==> src/verilog/clk_synth_pkg.sv <==
// Shared constants for the clock synthesizer control bank
package clk_synth_pkg;

	// ----------------------------------------------------------------
	// Register indices
	// ----------------------------------------------------------------
	localparam logic [7:0] IDX_INPUT_CONTROL  = 8'h00;
	localparam logic [7:0] IDX_LOOP_CONTROL   = 8'h01;
	localparam logic [7:0] IDX_FB_DIV_LOW     = 8'h02;
	localparam logic [7:0] IDX_FB_DIV_HIGH    = 8'h03;
	localparam logic [7:0] IDX_PHASE_OFFSET   = 8'h04;
	localparam logic [7:0] IDX_PHASE_RES      = 8'h05;
	localparam logic [7:0] IDX_SOFT_RESET     = 8'h08;

	// ----------------------------------------------------------------
	// Field positions
	// ----------------------------------------------------------------
	localparam int IC_PUMP_SRC   = 0;
	localparam int IC_HOLD_POL   = 1;
	localparam int IC_REF_POL    = 2;
	localparam int IC_FB_POL     = 3;
	localparam int IC_FB_SEL     = 4;
	localparam int IC_FUNC_SEL   = 5;
	localparam int IC_LOCK_EN    = 6;
	localparam int IC_REF_EN     = 7;
	localparam int OFS_FILTER    = 7;
	localparam int SR_PLL        = 0;
	localparam int SR_PHASE      = 1;

	// ----------------------------------------------------------------
	// Write masks and reset values
	// ----------------------------------------------------------------
	localparam logic [7:0] MASK_LOOP_CONTROL  = 8'h37;
	localparam logic [7:0] MASK_FB_DIV_HIGH   = 8'h0f;
	localparam logic [7:0] MASK_PHASE_OFFSET  = 8'hbf;
	localparam logic [7:0] RST_INPUT_CONTROL  = 8'h41;
	localparam logic [7:0] RST_LOOP_CONTROL   = 8'h00;
	localparam logic [7:0] RST_FB_DIV_LOW     = 8'hff;
	localparam logic [3:0] RST_FB_DIV_HIGH    = 4'hf;
	localparam logic [7:0] RST_PHASE_OFFSET   = 8'h00;
	localparam logic [1:0] RST_PHASE_RES      = 2'h3;

	// ----------------------------------------------------------------
	// Serial bus and timing
	// ----------------------------------------------------------------
	localparam logic [7:0]  BUS_WRITE_ADDR_LOW = 8'h4c;
	localparam logic [12:0] FB_EXTRA_CLOCKS    = 13'h0008;
	localparam logic [2:0]  FUNC_PULSE_CLOCKS  = 3'h4;
	localparam logic [1:0]  REARM_SYNC_EDGES   = 2'h2;

endpackage : clk_synth_pkg

==> src/verilog/serial_bus_slave.sv <==
// Byte level two-wire serial bus slave
`timescale 1ns/1ps
module serial_bus_slave (
	input  wire logic       clk,
	input  wire logic       rst,
	input  wire logic       scl,
	input  wire logic       sda_in,
	output logic            sda_out,
	output logic            sda_oe,
	input  wire logic       addr_select,
	input  wire logic [7:0] rd_data,
	output logic            wr_stb,
	output logic            wr_first,
	output logic [7:0]      wr_data,
	output logic            rd_adv
);

	typedef enum logic [2:0] {
		S_IDLE, S_ADDR, S_ACK, S_WRITE, S_READ, S_RACK
	} bus_state_t;

	typedef struct packed {
		bus_state_t fsm;
		logic       scl_p;
		logic       sda_p;
		logic [3:0] cnt;
		logic [7:0] sh;
		logic       rnw;
		logic       first;
		logic       drive;
		logic       stb;
		logic       adv;
	} slave_t;

	slave_t s_q;
	slave_t s_d;
	logic   scl_rise;
	logic   scl_fall;
	logic   start_c;
	logic   stop_c;

	assign scl_rise = scl & ~s_q.scl_p;
	assign scl_fall = ~scl & s_q.scl_p;
	assign start_c  = scl & s_q.scl_p & s_q.sda_p & ~sda_in;
	assign stop_c   = scl & s_q.scl_p & ~s_q.sda_p & sda_in;

	// ----------------------------------------------------------------
	// Bit engine
	// ----------------------------------------------------------------
	always_comb begin
		s_d       = s_q;
		s_d.scl_p = scl;
		s_d.sda_p = sda_in;
		s_d.stb   = 1'b0;
		s_d.adv   = 1'b0;
		if (start_c) begin
			s_d.fsm   = S_ADDR;
			s_d.cnt   = 4'h0;
			s_d.drive = 1'b0;
		end else if (stop_c) begin
			s_d.fsm   = S_IDLE;
			s_d.drive = 1'b0;
		end else begin
			case (s_q.fsm)
				S_ADDR, S_WRITE: begin
					if (scl_rise && s_q.cnt < 4'h8) begin
						s_d.sh  = {s_q.sh[6:0], sda_in};
						s_d.cnt = s_q.cnt + 4'h1;
					end else if (scl_fall && s_q.cnt == 4'h8) begin
						if (s_q.fsm == S_ADDR) begin
							// Address match on select pin [RQ19]
							if (s_q.sh[7:2] == clk_synth_pkg::BUS_WRITE_ADDR_LOW[7:2]
								&& s_q.sh[1] == addr_select) begin
								s_d.rnw   = s_q.sh[0];
								s_d.first = 1'b1;
								s_d.drive = 1'b1;
								s_d.fsm   = S_ACK;
							end else begin
								s_d.fsm = S_IDLE;
							end
						end else begin
							s_d.stb   = 1'b1;
							s_d.drive = 1'b1;
							s_d.fsm   = S_ACK;
						end
					end
				end
				S_ACK: begin
					if (scl_fall) begin
						s_d.cnt = 4'h0;
						if (s_q.fsm == S_ACK && s_q.stb == 1'b0
							&& s_q.rnw) begin
							s_d.sh    = rd_data;
							s_d.drive = ~rd_data[7];
							s_d.fsm   = S_READ;
						end else begin
							s_d.drive = 1'b0;
							s_d.fsm   = S_WRITE;
						end
						if (!s_q.rnw && s_q.cnt == 4'h8 && s_q.fsm == S_ACK) begin
							s_d.first = s_q.first;
						end
					end
				end
				S_READ: begin
					if (scl_fall) begin
						s_d.cnt = s_q.cnt + 4'h1;
						s_d.sh  = {s_q.sh[6:0], 1'b0};
						if (s_q.cnt == 4'h7) begin
							s_d.drive = 1'b0;
							s_d.fsm   = S_RACK;
						end else begin
							s_d.drive = ~s_q.sh[6];
						end
					end
				end
				S_RACK: begin
					if (scl_rise) begin
						if (sda_in) begin
							s_d.fsm = S_IDLE;
						end else begin
							s_d.adv = 1'b1;
						end
					end else if (scl_fall) begin
						s_d.cnt   = 4'h0;
						s_d.sh    = rd_data;
						s_d.drive = ~rd_data[7];
						s_d.fsm   = S_READ;
					end
				end
				default: begin
					s_d.drive = 1'b0;
				end
			endcase
		end
		if (s_q.stb) begin
			s_d.first = 1'b0;
		end
	end

	always_ff @(posedge clk or posedge rst) begin
		if (rst) begin
			s_q <= '{fsm: S_IDLE, scl_p: 1'b1, sda_p: 1'b1, cnt: 4'h0,
				sh: 8'h00, rnw: 1'b0, first: 1'b0, drive: 1'b0,
				stb: 1'b0, adv: 1'b0};
		end else begin
			s_q <= s_d;
		end
	end

	assign sda_out  = 1'b0;
	assign sda_oe   = s_q.drive;
	assign wr_stb   = s_q.stb;
	assign wr_first = s_q.first;
	assign wr_data  = s_q.sh;
	assign rd_adv   = s_q.adv;

endmodule : serial_bus_slave

==> src/verilog/clock_synth_control_registers.sv <==
// Control register bank and sync logic of the clock synthesizer
`timescale 1ns/1ps
// Function
// RQ1 - Bit0: pump always on, else hold pin
// RQ2 - Bit1: hold pin active level select
// RQ3 - Bit2: reference edge, rising or falling
// RQ4 - Bit3: external feedback edge select
// RQ5 - Bit4: internal divider or external feedback
// RQ6 - Bit5: function output source select
// RQ7 - Bit6: lock status onto shared output
// RQ8 - Bit7: reference onto shared output
// RQ9 - Pump current code, binary steps
// RQ10 - Oscillator post-divide code, two bits
// RQ11 - Twelve-bit divide split over two indices
// RQ12 - Clocks per period equal divide plus eight; above divide 4088 the counter wraps every 4096 clocks, no feedback edge
// RQ13 - Host keeps offset below element count
// RQ14 - Offset bit7 selects loop filter
// RQ15 - Resolution code selects element count
// RQ16 - Upper resolution bits read revision
// RQ17 - Loop and divide copied on PLL reset
// RQ18 - Resolution copied on phase reset
// RQ19 - Select pin picks bus address
// RQ20 - Recovered sync pulse four clocks wide
// RQ21 - Shared output carries reference or lock
// RQ22 - Pump off at once, on after two edges
// RQ23 - Reserved bits read zero
// RQ24 - First byte indexes, later bytes stored
module clock_synth_control_registers #(
	parameter logic [5:0] MASK_REVISION = 6'h00
) (
	input  wire logic        clk,
	input  wire logic        rst,
	input  wire logic        scl,
	input  wire logic        sda_in,
	output logic             sda_out,
	output logic             sda_oe,
	input  wire logic        bus_address_select_pin,
	input  wire logic        sync_in,
	input  wire logic        pump_hold_pin,
	input  wire logic        external_feedback_pin,
	input  wire logic        pll_lock,
	output logic             pump_enable,
	output logic             ref_edge,
	output logic             feedback_edge,
	output logic             func_out,
	output logic             lock_ref_out,
	output logic [2:0]       pump_current_code,
	output logic [1:0]       oscillator_postdivide_code,
	output logic [11:0]      feedback_divide,
	output logic [5:0]       phase_delay_offset,
	output logic [1:0]       phase_delay_resolution,
	output logic             internal_filter_select
);

	typedef struct packed {
		logic [7:0]  index;
		logic [7:0]  in_ctl;
		logic [7:0]  loop_sh;
		logic [7:0]  loop_wk;
		logic [7:0]  fbl_sh;
		logic [7:0]  fbl_wk;
		logic [3:0]  fbh_sh;
		logic [3:0]  fbh_wk;
		logic [7:0]  ofs;
		logic [1:0]  res_sh;
		logic [1:0]  res_wk;
		logic        sync_p;
		logic        xfb_p;
		logic        armed;
		logic [1:0]  edges;
		logic [11:0] div_cnt;
		logic        func;
		logic        lockref;
		logic        ref_ev;
		logic        fb_ev;
	} bank_t;

	bank_t b_q;
	bank_t b_d;

	logic       wr_stb;
	logic       wr_first;
	logic [7:0] wr_data;
	logic       rd_adv;
	logic [7:0] rd_data;
	logic       hold_active;
	logic       pump_request;
	logic       ref_ev_c;
	logic       div_wrap;
	logic [12:0] period;

	// ----------------------------------------------------------------
	// Serial bus engine
	// ----------------------------------------------------------------
	serial_bus_slave u_bus (
		.clk         (clk),
		.rst         (rst),
		.scl         (scl),
		.sda_in      (sda_in),
		.sda_out     (sda_out),
		.sda_oe      (sda_oe),
		.addr_select (bus_address_select_pin),
		.rd_data     (rd_data),
		.wr_stb      (wr_stb),
		.wr_first    (wr_first),
		.wr_data     (wr_data),
		.rd_adv      (rd_adv)
	);

	// ----------------------------------------------------------------
	// Read mux
	// ----------------------------------------------------------------
	always_comb begin
		case (b_q.index)
			clk_synth_pkg::IDX_INPUT_CONTROL: rd_data = b_q.in_ctl;
			clk_synth_pkg::IDX_LOOP_CONTROL:  rd_data = b_q.loop_sh;
			clk_synth_pkg::IDX_FB_DIV_LOW:    rd_data = b_q.fbl_sh;
			clk_synth_pkg::IDX_FB_DIV_HIGH:   rd_data = {4'h0, b_q.fbh_sh}; // [RQ23]
			clk_synth_pkg::IDX_PHASE_OFFSET:  rd_data = b_q.ofs;
			clk_synth_pkg::IDX_PHASE_RES:     rd_data = {MASK_REVISION, b_q.res_sh}; // [RQ16]
			default:                          rd_data = 8'h00; // [RQ23]
		endcase
	end

	// ----------------------------------------------------------------
	// Sync edges and pump gating
	// ----------------------------------------------------------------
	assign hold_active = pump_hold_pin
		^ b_q.in_ctl[clk_synth_pkg::IC_HOLD_POL]; // [RQ2]
	assign pump_request = b_q.in_ctl[clk_synth_pkg::IC_PUMP_SRC]
		| hold_active; // [RQ1]
	assign ref_ev_c = b_q.in_ctl[clk_synth_pkg::IC_REF_POL]
		? (b_q.sync_p & ~sync_in) : (~b_q.sync_p & sync_in); // [RQ3]
	assign period   = {1'b0, b_q.fbh_wk, b_q.fbl_wk}
		+ clk_synth_pkg::FB_EXTRA_CLOCKS; // [RQ12]
	assign div_wrap = {1'b0, b_q.div_cnt} == period - 13'h0001;

	// ----------------------------------------------------------------
	// Next state
	// ----------------------------------------------------------------
	always_comb begin
		b_d        = b_q;
		b_d.sync_p = sync_in;
		b_d.xfb_p  = external_feedback_pin;
		b_d.ref_ev = ref_ev_c;
		// Index then data bytes, auto increment [RQ24]
		if (wr_stb && wr_first) begin
			b_d.index = wr_data;
		end else if (wr_stb) begin
			b_d.index = b_q.index + 8'h01;
			case (b_q.index)
				clk_synth_pkg::IDX_INPUT_CONTROL: b_d.in_ctl = wr_data;
				clk_synth_pkg::IDX_LOOP_CONTROL:
					b_d.loop_sh = wr_data & clk_synth_pkg::MASK_LOOP_CONTROL; // [RQ23]
				clk_synth_pkg::IDX_FB_DIV_LOW:  b_d.fbl_sh = wr_data; // [RQ11]
				clk_synth_pkg::IDX_FB_DIV_HIGH: b_d.fbh_sh = wr_data[3:0]; // [RQ11]
				clk_synth_pkg::IDX_PHASE_OFFSET:
					b_d.ofs = wr_data & clk_synth_pkg::MASK_PHASE_OFFSET; // [RQ23]
				clk_synth_pkg::IDX_PHASE_RES: b_d.res_sh = wr_data[1:0];
				clk_synth_pkg::IDX_SOFT_RESET: begin
					if (wr_data[clk_synth_pkg::SR_PLL]) begin
						b_d.loop_wk = b_q.loop_sh; // [RQ17]
						b_d.fbl_wk  = b_q.fbl_sh; // [RQ17]
						b_d.fbh_wk  = b_q.fbh_sh; // [RQ17]
						b_d.div_cnt = 12'h000;
					end
					if (wr_data[clk_synth_pkg::SR_PHASE]) begin
						b_d.res_wk = b_q.res_sh; // [RQ18]
					end
				end
				default: begin
					b_d.index = b_q.index + 8'h01;
				end
			endcase
		end else if (rd_adv) begin
			b_d.index = b_q.index + 8'h01;
		end
		// Pump off at once, rearm on second edge [RQ22]
		if (!pump_request) begin
			b_d.armed = 1'b0;
			b_d.edges = 2'h0;
		end else if (!b_q.armed && ref_ev_c) begin
			b_d.edges = b_q.edges + 2'h1;
			if (b_q.edges + 2'h1 == clk_synth_pkg::REARM_SYNC_EDGES) begin
				b_d.armed = 1'b1;
			end
		end
		// Internal divider chain [RQ12]
		if (!(wr_stb && !wr_first
			&& b_q.index == clk_synth_pkg::IDX_SOFT_RESET
			&& wr_data[clk_synth_pkg::SR_PLL])) begin
			b_d.div_cnt = div_wrap ? 12'h000 : b_q.div_cnt + 12'h001;
		end
		// Feedback source and edge [RQ4] [RQ5]
		if (b_q.in_ctl[clk_synth_pkg::IC_FB_SEL]) begin
			b_d.fb_ev = b_q.in_ctl[clk_synth_pkg::IC_FB_POL]
				? (b_q.xfb_p & ~external_feedback_pin)
				: (~b_q.xfb_p & external_feedback_pin);
		end else begin
			b_d.fb_ev = div_wrap;
		end
		// Function output source [RQ6] [RQ20]
		b_d.func = b_q.in_ctl[clk_synth_pkg::IC_FUNC_SEL] ? sync_in
			: (b_d.div_cnt < {9'h000, clk_synth_pkg::FUNC_PULSE_CLOCKS});
		// Shared output [RQ7] [RQ8] [RQ21]
		b_d.lockref = b_q.in_ctl[clk_synth_pkg::IC_REF_EN] ? sync_in
			: (b_q.in_ctl[clk_synth_pkg::IC_LOCK_EN] & pll_lock);
	end

	always_ff @(posedge clk or posedge rst) begin
		if (rst) begin
			b_q <= '{index: 8'h00,
				in_ctl: clk_synth_pkg::RST_INPUT_CONTROL,
				loop_sh: clk_synth_pkg::RST_LOOP_CONTROL,
				loop_wk: clk_synth_pkg::RST_LOOP_CONTROL,
				fbl_sh: clk_synth_pkg::RST_FB_DIV_LOW,
				fbl_wk: clk_synth_pkg::RST_FB_DIV_LOW,
				fbh_sh: clk_synth_pkg::RST_FB_DIV_HIGH,
				fbh_wk: clk_synth_pkg::RST_FB_DIV_HIGH,
				ofs: clk_synth_pkg::RST_PHASE_OFFSET,
				res_sh: clk_synth_pkg::RST_PHASE_RES,
				res_wk: clk_synth_pkg::RST_PHASE_RES,
				sync_p: 1'b0, xfb_p: 1'b0, armed: 1'b1, edges: 2'h0,
				div_cnt: 12'h000, func: 1'b0, lockref: 1'b0,
				ref_ev: 1'b0, fb_ev: 1'b0};
		end else begin
			b_q <= b_d;
		end
	end

	// ----------------------------------------------------------------
	// Outputs
	// ----------------------------------------------------------------
	assign pump_enable = pump_request & b_q.armed; // [RQ22]
	assign ref_edge      = b_q.ref_ev;
	assign feedback_edge = b_q.fb_ev;
	assign func_out      = b_q.func;
	assign lock_ref_out  = b_q.lockref;
	assign pump_current_code          = b_q.loop_wk[2:0]; // [RQ9]
	assign oscillator_postdivide_code = b_q.loop_wk[5:4]; // [RQ10]
	assign feedback_divide        = {b_q.fbh_wk, b_q.fbl_wk}; // [RQ11]
	assign phase_delay_offset     = b_q.ofs[5:0]; // [RQ13]
	assign phase_delay_resolution = b_q.res_wk; // [RQ15]
	assign internal_filter_select = b_q.ofs[clk_synth_pkg::OFS_FILTER]; // [RQ14]

	// ----------------------------------------------------------------
	// Checks
	// ----------------------------------------------------------------
	logic soft_pll;
	assign soft_pll = wr_stb && !wr_first
		&& b_q.index == clk_synth_pkg::IDX_SOFT_RESET
		&& wr_data[clk_synth_pkg::SR_PLL];
	logic soft_phase;
	assign soft_phase = wr_stb && !wr_first
		&& b_q.index == clk_synth_pkg::IDX_SOFT_RESET
		&& wr_data[clk_synth_pkg::SR_PHASE];
endmodule : clock_synth_control_registers

==> config.mk <==
export PLATFORM = sky130hd
export DESIGN_NAME = clock_synth_control_registers
export DESIGN_NICKNAME = d
export VERILOG_FILES = /design/src/verilog/clk_synth_pkg.sv /design/src/verilog/serial_bus_slave.sv /design/src/verilog/clock_synth_control_registers.sv
export SDC_FILE = /design/constraint.sdc
export NUM_CORES = 1
export LEC_CHECK = 0
export ABC_AREA = 1
export BUFFER_PORTS_ARGS = -buffer_cell sky130_fd_sc_hd__buf_2
export CAP_MARGIN = 20
export CORE_ASPECT_RATIO = 1.1
export CORE_MARGIN = 8
export CORE_UTILIZATION = 35
export DETAILED_ROUTE_END_ITERATION = 8
export PLACE_DENSITY_LB_ADDON = 0.15
export SLEW_MARGIN = 15
export SYNTH_ARGS = -nofsm -noshare
export SYNTH_HDL_FRONTEND = slang
export SYNTH_SLANG_ARGS = --single-unit
==> constraint.sdc <==
create_clock -name clk -period 4.3 [get_ports clk]
set_input_delay 0.645 -clock clk [delete_from_list [all_inputs] [get_ports clk]]
set_output_delay 0.645 -clock clk [all_outputs]
set_load 0.02 [all_outputs]
# [Word level (Yosys, flattened, before mapping)]
# Index checks and enable logic that the tools add are counted.
[totals] register_bits=104 latchBits=0 ramBits=0 rom_bits=0 in_bits=9 wordCells=216 mem_count=0
[classes] add_sub_neg=6 multipliers=0 div_mod_pow=0 order_cmp=2 eq_ne=45 n_shift=0 mux=66 bitwise=30 reduce_logical=37
[op_table] operator="12-bit 2-to-1 mux" count=11
[op_table] operator="12-bit case mux with 4 select lines" count=1
[op_table] operator="8-bit case mux with 6 select lines" count=1
[op_table] operator="3-bit 2-to-1 mux" count=14
[op_table] operator="8-bit 2-to-1 mux" count=4
[op_table] operator="1-bit 2-to-1 mux" count=23
[op_table] operator="2-bit by 1-bit != test with 1-bit output (second input constant)" count=11
[op_table] operator="7-bit AND reduction" count=3
[op_table] operator="4-bit by 1-bit != test with 1-bit output (second input constant)" count=5
[op_table] operator="3-bit AND reduction" count=6
[op_table] operator="8-bit by 2-bit == test with 1-bit output (second input constant)" count=2
[op_table] operator="8-bit by 3-bit == test with 1-bit output (second input constant)" count=2
[op_table] operator="8-bit AND reduction" count=2
[op_table] operator="1-bit NOT" count=15
[op_table] operator="14-bit 2-to-1 mux" count=1
[op_table] operator="12-bit by 4-bit adder with 13-bit output (second input constant)" count=1
[op_table] operator="1-bit AND" count=13
[op_table] operator="12-bit by 13-bit == test with 1-bit output" count=1
[op_table] operator="13-bit by 1-bit subtractor with 13-bit output (second input constant)" count=1
[op_table] operator="12-bit by 1-bit adder with 12-bit output (second input constant)" count=1
[op_table] operator="12-bit by 3-bit < comparator with 1-bit output (second input constant)" count=1
[op_table] operator="4-bit 2-to-1 mux" count=3
[op_table] operator="3-bit by 1-bit != test with 1-bit output (second input constant)" count=4
[op_table] operator="3-bit case mux with 4 select lines" count=1
[op_table] operator="other kinds (38)" count=59

# [Logic depth before layout (Yosys ltp)]
# Gate-level depths: netlist of run 1.
[logic_depth] word_depth=10 ltp_mapped=17 mapped_depth_nobuf=17

# [By module]
# Synthesis of run 1 repeated with hierarchy kept, for this count alone.
[unflattened] cells_unflattened=828 hier_area_um2=6242.2
[by_module_without_submodules] mod="clock_synth_control_registers" instances=1 cells_each=603 area_per_inst_um2=4644.5 seq_area_each_um2=2090.8
[by_module_without_submodules] mod="serial_bus_slave" instances=1 cells_each=225 area_per_inst_um2=1597.8 seq_area_each_um2=553.0

# [Worst setup path before layout of run 1]
# OpenSTA, ideal clock, no wires.
[synth_path] path_type="register to register" start="reg b_q (netlist bit feedback_divide[0])" end="reg b_q (netlist bit func_out)" setup_time_ns=0.065 arrival_time_ns=1.848 t_required_ns=4.235 setup_slack_ns=2.387 path_stages_with_launch=17 path_buffers=0 path_cell_list="dfstp_2 > inv_2 > ha_1 > inv_1 > nand2_1 > nand2_1 > nor2_1 > nand2_1 > nor2_1 > nand2_2 > nor2_4 > nand3_4 > nand3b_1 > nand2_1 > nor2_1 > nand2_1 > nand2_1"
[synth_rtl] item="start, declared" line_no="clock_synth_control_registers.sv:78" source="bank_t b_q;"
[synth_rtl] item="start signal, assigned" line_no="clock_synth_control_registers.sv:212" source="b_q <= '{index: 8'h00,"

==> metrics.yaml, run 1 <==
global_routing:
  overflow: 0
  grt_start_max_net_pins: 82
  grt_pass1_wl_mm: 23.7
  first_global_vias: 4668
  track_usage_pct: 14.0
  antenna_violations_before_repair: 0
drt:
  viasPerCell: 4.92
  drt-wirelength-per-cell_um: 15.0
  number_of_drc_violations_after_detailed_routing: 0
  totalWireLength_mm: 14.4
  drt_first_pass_iters: 5
  route.vias.total: 4736
  detail_route.iter0.violations: 296
  drtAntennaViolNets: 0
critical_path:
  cpLargestDelayFamily: "buffers and inverters"
  setup.worst_path.class: "reg -> reg"
  critPathMaxStageDelay_ns: 0.45
  path_max_fanout: 29
  worstSetupStartpointType: "flip-flop"
  endpoint_kind: "flip-flop"
  critPathSlowestCell: "sky130_fd_sc_hd__inv_1"
  critical_path.cell_chain: "inv_1 > ha_1 > nand3_1 > nor2_1 > nand3_1 > buf_4 > inv_1 > nor2_1 > o21ai_0 > nand3_1 > nor2_1 > nand2_1 > nand2_1"
  critPathArrivalTime_ns: 2.75
  worst-endpoint-required_ns: 4.59
  crit_path_buf_inv_count: 3
synthesis:
  unique_cell_type_count_in_the_yosys_netlist: 43
  synthesis.area_per_instance_um2: 7.82
  synthesis.yosys.warnings: 0
  synthesis.instances: 735
  asyncSetResetFlopFracSynth_pct: 100
  net_count_after_synthesis: 753
  number_of_enable_type_register_cells_in_the_synthesized_netlist: 0
  postSynth.topFlopCell: "sky130_fd_sc_hd__dfrtp_1"
  seq_total_area_yosys_pct: 46.0
  synthesis.area_um2: 5750
  ys_ff_latch: 104
finish:
  final_layout_size_suffix_gt1_share_pct: 18.3
  area_delta_synth_final_pct: 9.94
  fillCellCount: 1703
  ant_diodes: 0
  fin_nets: 771
  final_common_cell: "sky130_fd_sc_hd__nand2_1"
  final_cell_mix: "sky130_fd_sc_hd__nand2_1 (188), sky130_fd_sc_hd__inv_1 (89), sky130_fd_sc_hd__dfrtp_1 (71)"
cts:
  clk_path_buf_depth: 2
  clkTransAtPathRegs_ns: 0.09
  tritoncts_clock_tree: "done"
  ctsHoldBuffers: 0
  cts-root-buf: "sky130_fd_sc_hd__clkbuf_16"
  cts-buffers-inserted: 9
  worst_skew_pair_latency_ns: 0.36
  post-cts-setup-buffers: 0
  cts_num_sinks: 104
  cts.repair.resized: 0
  cts.htree.levels: 3
placement:
  hpwlAfterDp_mm: 11.0
  buffer_ports.inserted: 40
  gp_congestion: 0.862
timing:
  final_period_minus_worst_setup_slack_ns: 2.45
  final-max-slew-violation-count: 0
  fin_skew_ns: 0.0144
  max_freq_mhz: 408
  min_period_over_period_pct: 57.1
  finalHoldViolations: 0
  post_route_setup_tns_ns: 0
  tightestPinTransition_ns: 0.558
  grt_setup_unrepaired: "no"
  finalSetupViolations: 0
  maxSlewHeadroom_pct: 62.8
floorplan:
  die-area_um2: 20800
  die-width_um: 138
  pin_count: 42
  placement_rows: 49
  die_y_um: 150
  placeableCoreArea_um2: 16200
  floorplan.initialDensity_pct: 35.4
power:
  power_per_cell_area_nw_per_um2: 453
  cellLeakagePower_nw: 3.00
  totalPowerFinal_mw: 2.86
  vdd_ir_drop_max_uv: 218
job:
  timing.max_cap.violations: 0
status:
  status: "finished, final reports clean"
worst_hold_path:
  hold_path_class: "in -> async"
## stage by stage
step	hold slack (ns)	utilization (%)	instances	instance area [µm²]	setup slack, ns
floorplan	0.445	-	735	5750	0.977
global placement	0.466	36.8	945	5980	2.03
detailed placement	0.467	36.8	945	5980	1.89
CTS	0.398	38.7	961	6290	1.86
global route	0.260	38.9	962	6320	1.53
finish	0.240	38.9	962	6320	1.85
## synthesized netlist by cell type, drive strengths merged (4+ instances only)
library cell | n | area share [%]
nand2 | 193 | 13
inv | 110 | 7.2
o21ai | 72 | 6.3
dfrtp | 71 | 31
nor2 | 56 | 4.3
nand3 | 46 | 4.8
dfstp | 33 | 15
buf | 32 | 3.9
a21oi | 28 | 2.5
xor2 | 13 | 2.0
nand4 | 12 | 1.3
nor3 | 12 | 1.2
ha | 9 | 2.0
o22ai | 7 | 0.76
a22oi | 6 | 0.78
clkbuf | 4 | 0.26
xnor2 | 4 | 0.61
## sequential cells by signal (all words and copies together), names as in the netlist, 2 cells and up
name,count
b_q,52
feedback_divide,12
u_bus.s_q,10
u_bus.wr_data,8
phase_delay_offset,6
pump_current_code,3
oscillator_postdivide_code,2
phase_delay_resolution,2
## logic make-up (layout without fill, tap and decap cells)
kind of cell,after synthesis,after routing,synth area share [%]
and+or+nand+nor,326,326,25.2
buffers and inverters,147,170,11.4
AOI/OAI and AO/OA,131,131,12.8
DFF,104,104,46.0
xor gates and xnor gates,17,17,2.59
adders and majority gates,9,9,1.96
other,1,1,0.0652
## layer usage
metal,vias to the layer above,GRT usage (%),wire length [µm]
li1,2391,-,-
met1,2237,16.6,6370
met2,91,25.1,7330
met3,17,1.86,421
met4,0,6.14,297
met5,-,0,0
## path summary, 6_finish.rpt
| check | from | to | slack (ns) | cells past startpoint |
|---|---|---|---|---|
| worst max-delay path | b_q[81] | func_out | 1.85 | 13 |
| worst min-delay path | rst | pump_current_code[2] | 0.24 | 2 |
| worst max register to register | b_q[81] | func_out | 1.85 | 13 |
| worst min register to register | b_q[51] | b_q[51] | 0.48 | 2 |
| max in group asynchronous | rst | u_bus.s_q[18] | 3.37 | 3 |
| min in group clk | scl | u_bus.s_q[18] | 0.41 | 1 |
## report_power, final
part	total [mW]	internal (mW)	switching [mW]
Sequential	1.17	1.09	0.0882
Clock	0.837	0.416	0.421
Combinational	0.851	0.244	0.607
## area by class of cell
type | count | area, µm² | share of cell area, %
Sequential cell | 104 | 2640 | 41.8
Multi-Input combinational cell | 484 | 2450 | 38.7
Inverter | 111 | 419 | 6.63
Tap cell | 204 | 255 | 4.04
Timing Repair Buffer | 43 | 243 | 3.84
Clock buffer | 9 | 225 | 3.56
Clock inverter | 7 | 86.3 | 1.37
Power figures use the tool's default switching activity.
==> run 2, diff against run 1 <==
==> constraint.sdc (replaced) <==
create_clock -name clk -period 2.5 [get_ports clk]
set_input_delay 0.375 -clock clk [delete_from_list [all_inputs] [get_ports clk]]
set_output_delay 0.375 -clock clk [all_outputs]
set_load 0.02 [all_outputs]
==> run 2 against run 1 <==
Net effect:
- clock power increased by 72%
- cell area increased by 0.18%
- sequential share of layout area decreased by 0.074 points
- fmax increased by 9.0%
- global-route usage increased by 0.36 points
- worst setup slack got worse by 1.6 ns
- critical path type unchanged
- largest power group unchanged
==> metrics.yaml, run 2 (same netlist as run 1, synthesis figures left out) <==
critical_path:
  path_max_fanout: 18
  critPathArrivalTime_ns: 2.54
  worstSetupStartpointType: "flip-flop"
  worst-endpoint-required_ns: 2.79
  critPathMaxStageDelay_ns: 0.43
  setup.worst_path.class: "reg -> reg"
  worst_path_most_repeated_cell: "sky130_fd_sc_hd__nand2_1"
  critPathSlowestCell: "sky130_fd_sc_hd__dfrtp_1"
  critical_path.cell_chain: "inv_1 > ha_1 > nand3_1 > nor2_1 > nand3_1 > buf_4 > nand2_1 > inv_1 > o21ai_1 > nand2_1 > nor2_1 > nand2_1 > nand2_1"
  endpoint_kind: "flip-flop"
floorplan:
  die-area_um2: 20800
  die-width_um: 138
  placeableCoreArea_um2: 16200
  floorplan.initialDensity_pct: 35.4
  placement_rows: 49
  die_y_um: 150
  pin_count: 42
finish:
  post-route-cell-area_um2: 6330
  final_common_cell: "sky130_fd_sc_hd__nand2_1"
  final_layout_size_suffix_gt1_share_pct: 18.6
  largest_register: "b_q"
  largest_register_ffs: 52
  fin_nets: 775
  final_core_util_pct: 39.0
  area_delta_synth_final_pct: 10.1
  ant_diodes: 0
  final_cell_mix: "sky130_fd_sc_hd__nand2_1 (188), sky130_fd_sc_hd__inv_1 (89), sky130_fd_sc_hd__dfrtp_1 (71)"
cts:
  cts.repair.resized: 0
  post-cts-setup-buffers: 0
  cts_num_sinks: 104
  clkTransAtPathRegs_ns: 0.07
  cts.htree.levels: 3
  tritoncts_clock_tree: "done"
  cts-buffers-inserted: 9
  ctsHoldBuffers: 0
  clk_path_buf_depth: 2
  worst_skew_pair_latency_ns: 0.35
  cts-root-buf: "sky130_fd_sc_hd__clkbuf_16"
status:
  status: "finished, final reports clean"
timing:
  finalHoldViolations: 0
  grt_setup_unrepaired: "no"
  min_period_over_period_pct: 90.0
  fin_worst_hold_slack_ns: 0.0740
  fin_skew_ns: 0.00882
  finalSetupViolations: 0
  final-max-slew-violation-count: 0
  final_period_minus_worst_setup_slack_ns: 2.25
  post_route_setup_tns_ns: 0
  max_freq_mhz: 444
  tightestPinTransition_ns: 0.556
  maxSlewHeadroom_pct: 62.9
global_routing:
  grt_start_max_net_pins: 57
  antenna_violations_before_repair: 0
  first_global_vias: 4754
  grt_pass1_wl_mm: 24.4
  track_usage_pct: 14.4
  overflow: 0
job:
  timing.max_cap.violations: 0
drt:
  drt_first_pass_iters: 4
  viasPerCell: 4.96
  route.vias.total: 4789
  detail_route.iter0.violations: 306
  drtAntennaViolNets: 0
  drt-wirelength-per-cell_um: 14.9
  totalWireLength_mm: 14.4
  number_of_drc_violations_after_detailed_routing: 0
power:
  totalPowerFinal_mw: 4.93
  cellLeakagePower_nw: 3.01
  power_per_cell_area_nw_per_um2: 779
  vdd_ir_drop_max_uv: 407
placement:
  gp_congestion: 0.813
  dp_area_um2: 6030
  buffer_ports.inserted: 40
  hpwlAfterDp_mm: 11.2
worst_hold_path:
  hold_path_class: "in -> async"
-- run 2: cell types whose count changed in the layout (fill, tap and decap cells not counted) --
cell                         previous run  this run
sky130_fd_sc_hd__inv_8                  1         0
sky130_fd_sc_hd__clkbuf_1               0         1
sky130_fd_sc_hd__buf_4                  2         6
sky130_fd_sc_hd__inv_6                  1         0
sky130_fd_sc_hd__clkinv_2               0         1
sky130_fd_sc_hd__clkinv_8               3         0
sky130_fd_sc_hd__clkinvlp_4             0         1
sky130_fd_sc_hd__inv_4                  1         0
sky130_fd_sc_hd__bufinv_16              0         1
sky130_fd_sc_hd__buf_12                 0         1
sky130_fd_sc_hd__buf_16                 1         0
sky130_fd_sc_hd__clkinv_4               2         4
-- run 2: area by class of cell --
type | instances | area (µm²)
Inverter | 111 | 420
Clock buffer | 10 | 229
Multi-Input combinational cell | 484 | 2450
Tap cell | 204 | 255
Sequential cell | 104 | 2640
Timing Repair Buffer | 47 | 265
Fill cell | 1718 | 9910
Clock inverter | 6 | 70.1
-- run 2: worst paths after layout --
kind / from / endpoint / slack, ns / depth (start not counted)
max in group asynchronous: rst / feedback_divide[7] / 1.67 / 3
worst max register to register: b_q[81] / func_out / 0.25 / 13
worst min-delay path: rst / b_q[4] / 0.07 / 2
worst min register to register: b_q[50] / b_q[50] / 0.47 / 2
worst max-delay path: b_q[81] / func_out / 0.25 / 13
min in group clk: scl / u_bus.s_q[18] / 0.14 / 1
-- run 2: where the power goes --
part / switching (mW) / leakage [nW] / internal (mW) / total [mW]
Combinational: 1.05 / 1.59 / 0.426 / 1.47
Sequential: 0.152 / 1.27 / 1.87 / 2.02
Clock: 0.656 / 0.147 / 0.783 / 1.44
-- run 2: through the flow --
step	setup slack, ns	cells
final	0.249	966
after global routing	0.0674	966
after CTS	0.244	966
after detailed placement	0.281	950
after global placement	0.357	950
after floorplan	0.587	735
-- run 2: worst max-delay path, delay by kind of cell (launching register included) --
kind | cells | cell delay, ns
AOI/OAI and AO/OA | 1 | 0.15
adders and majority gates | 1 | 0.22
buffers and inverters | 3 | 0.48
DFF | 1 | 0.43
and+or+nand+nor | 8 | 0.90
-- run 2: routing by layer --
metal	GRT usage (%)	wire length (µm)	vias up
li1	-	-	2394
met1	17.1	6450	2294
met2	25.4	7210	79
met3	2.78	452	22
met4	5.55	310	0
met5	0	0	-
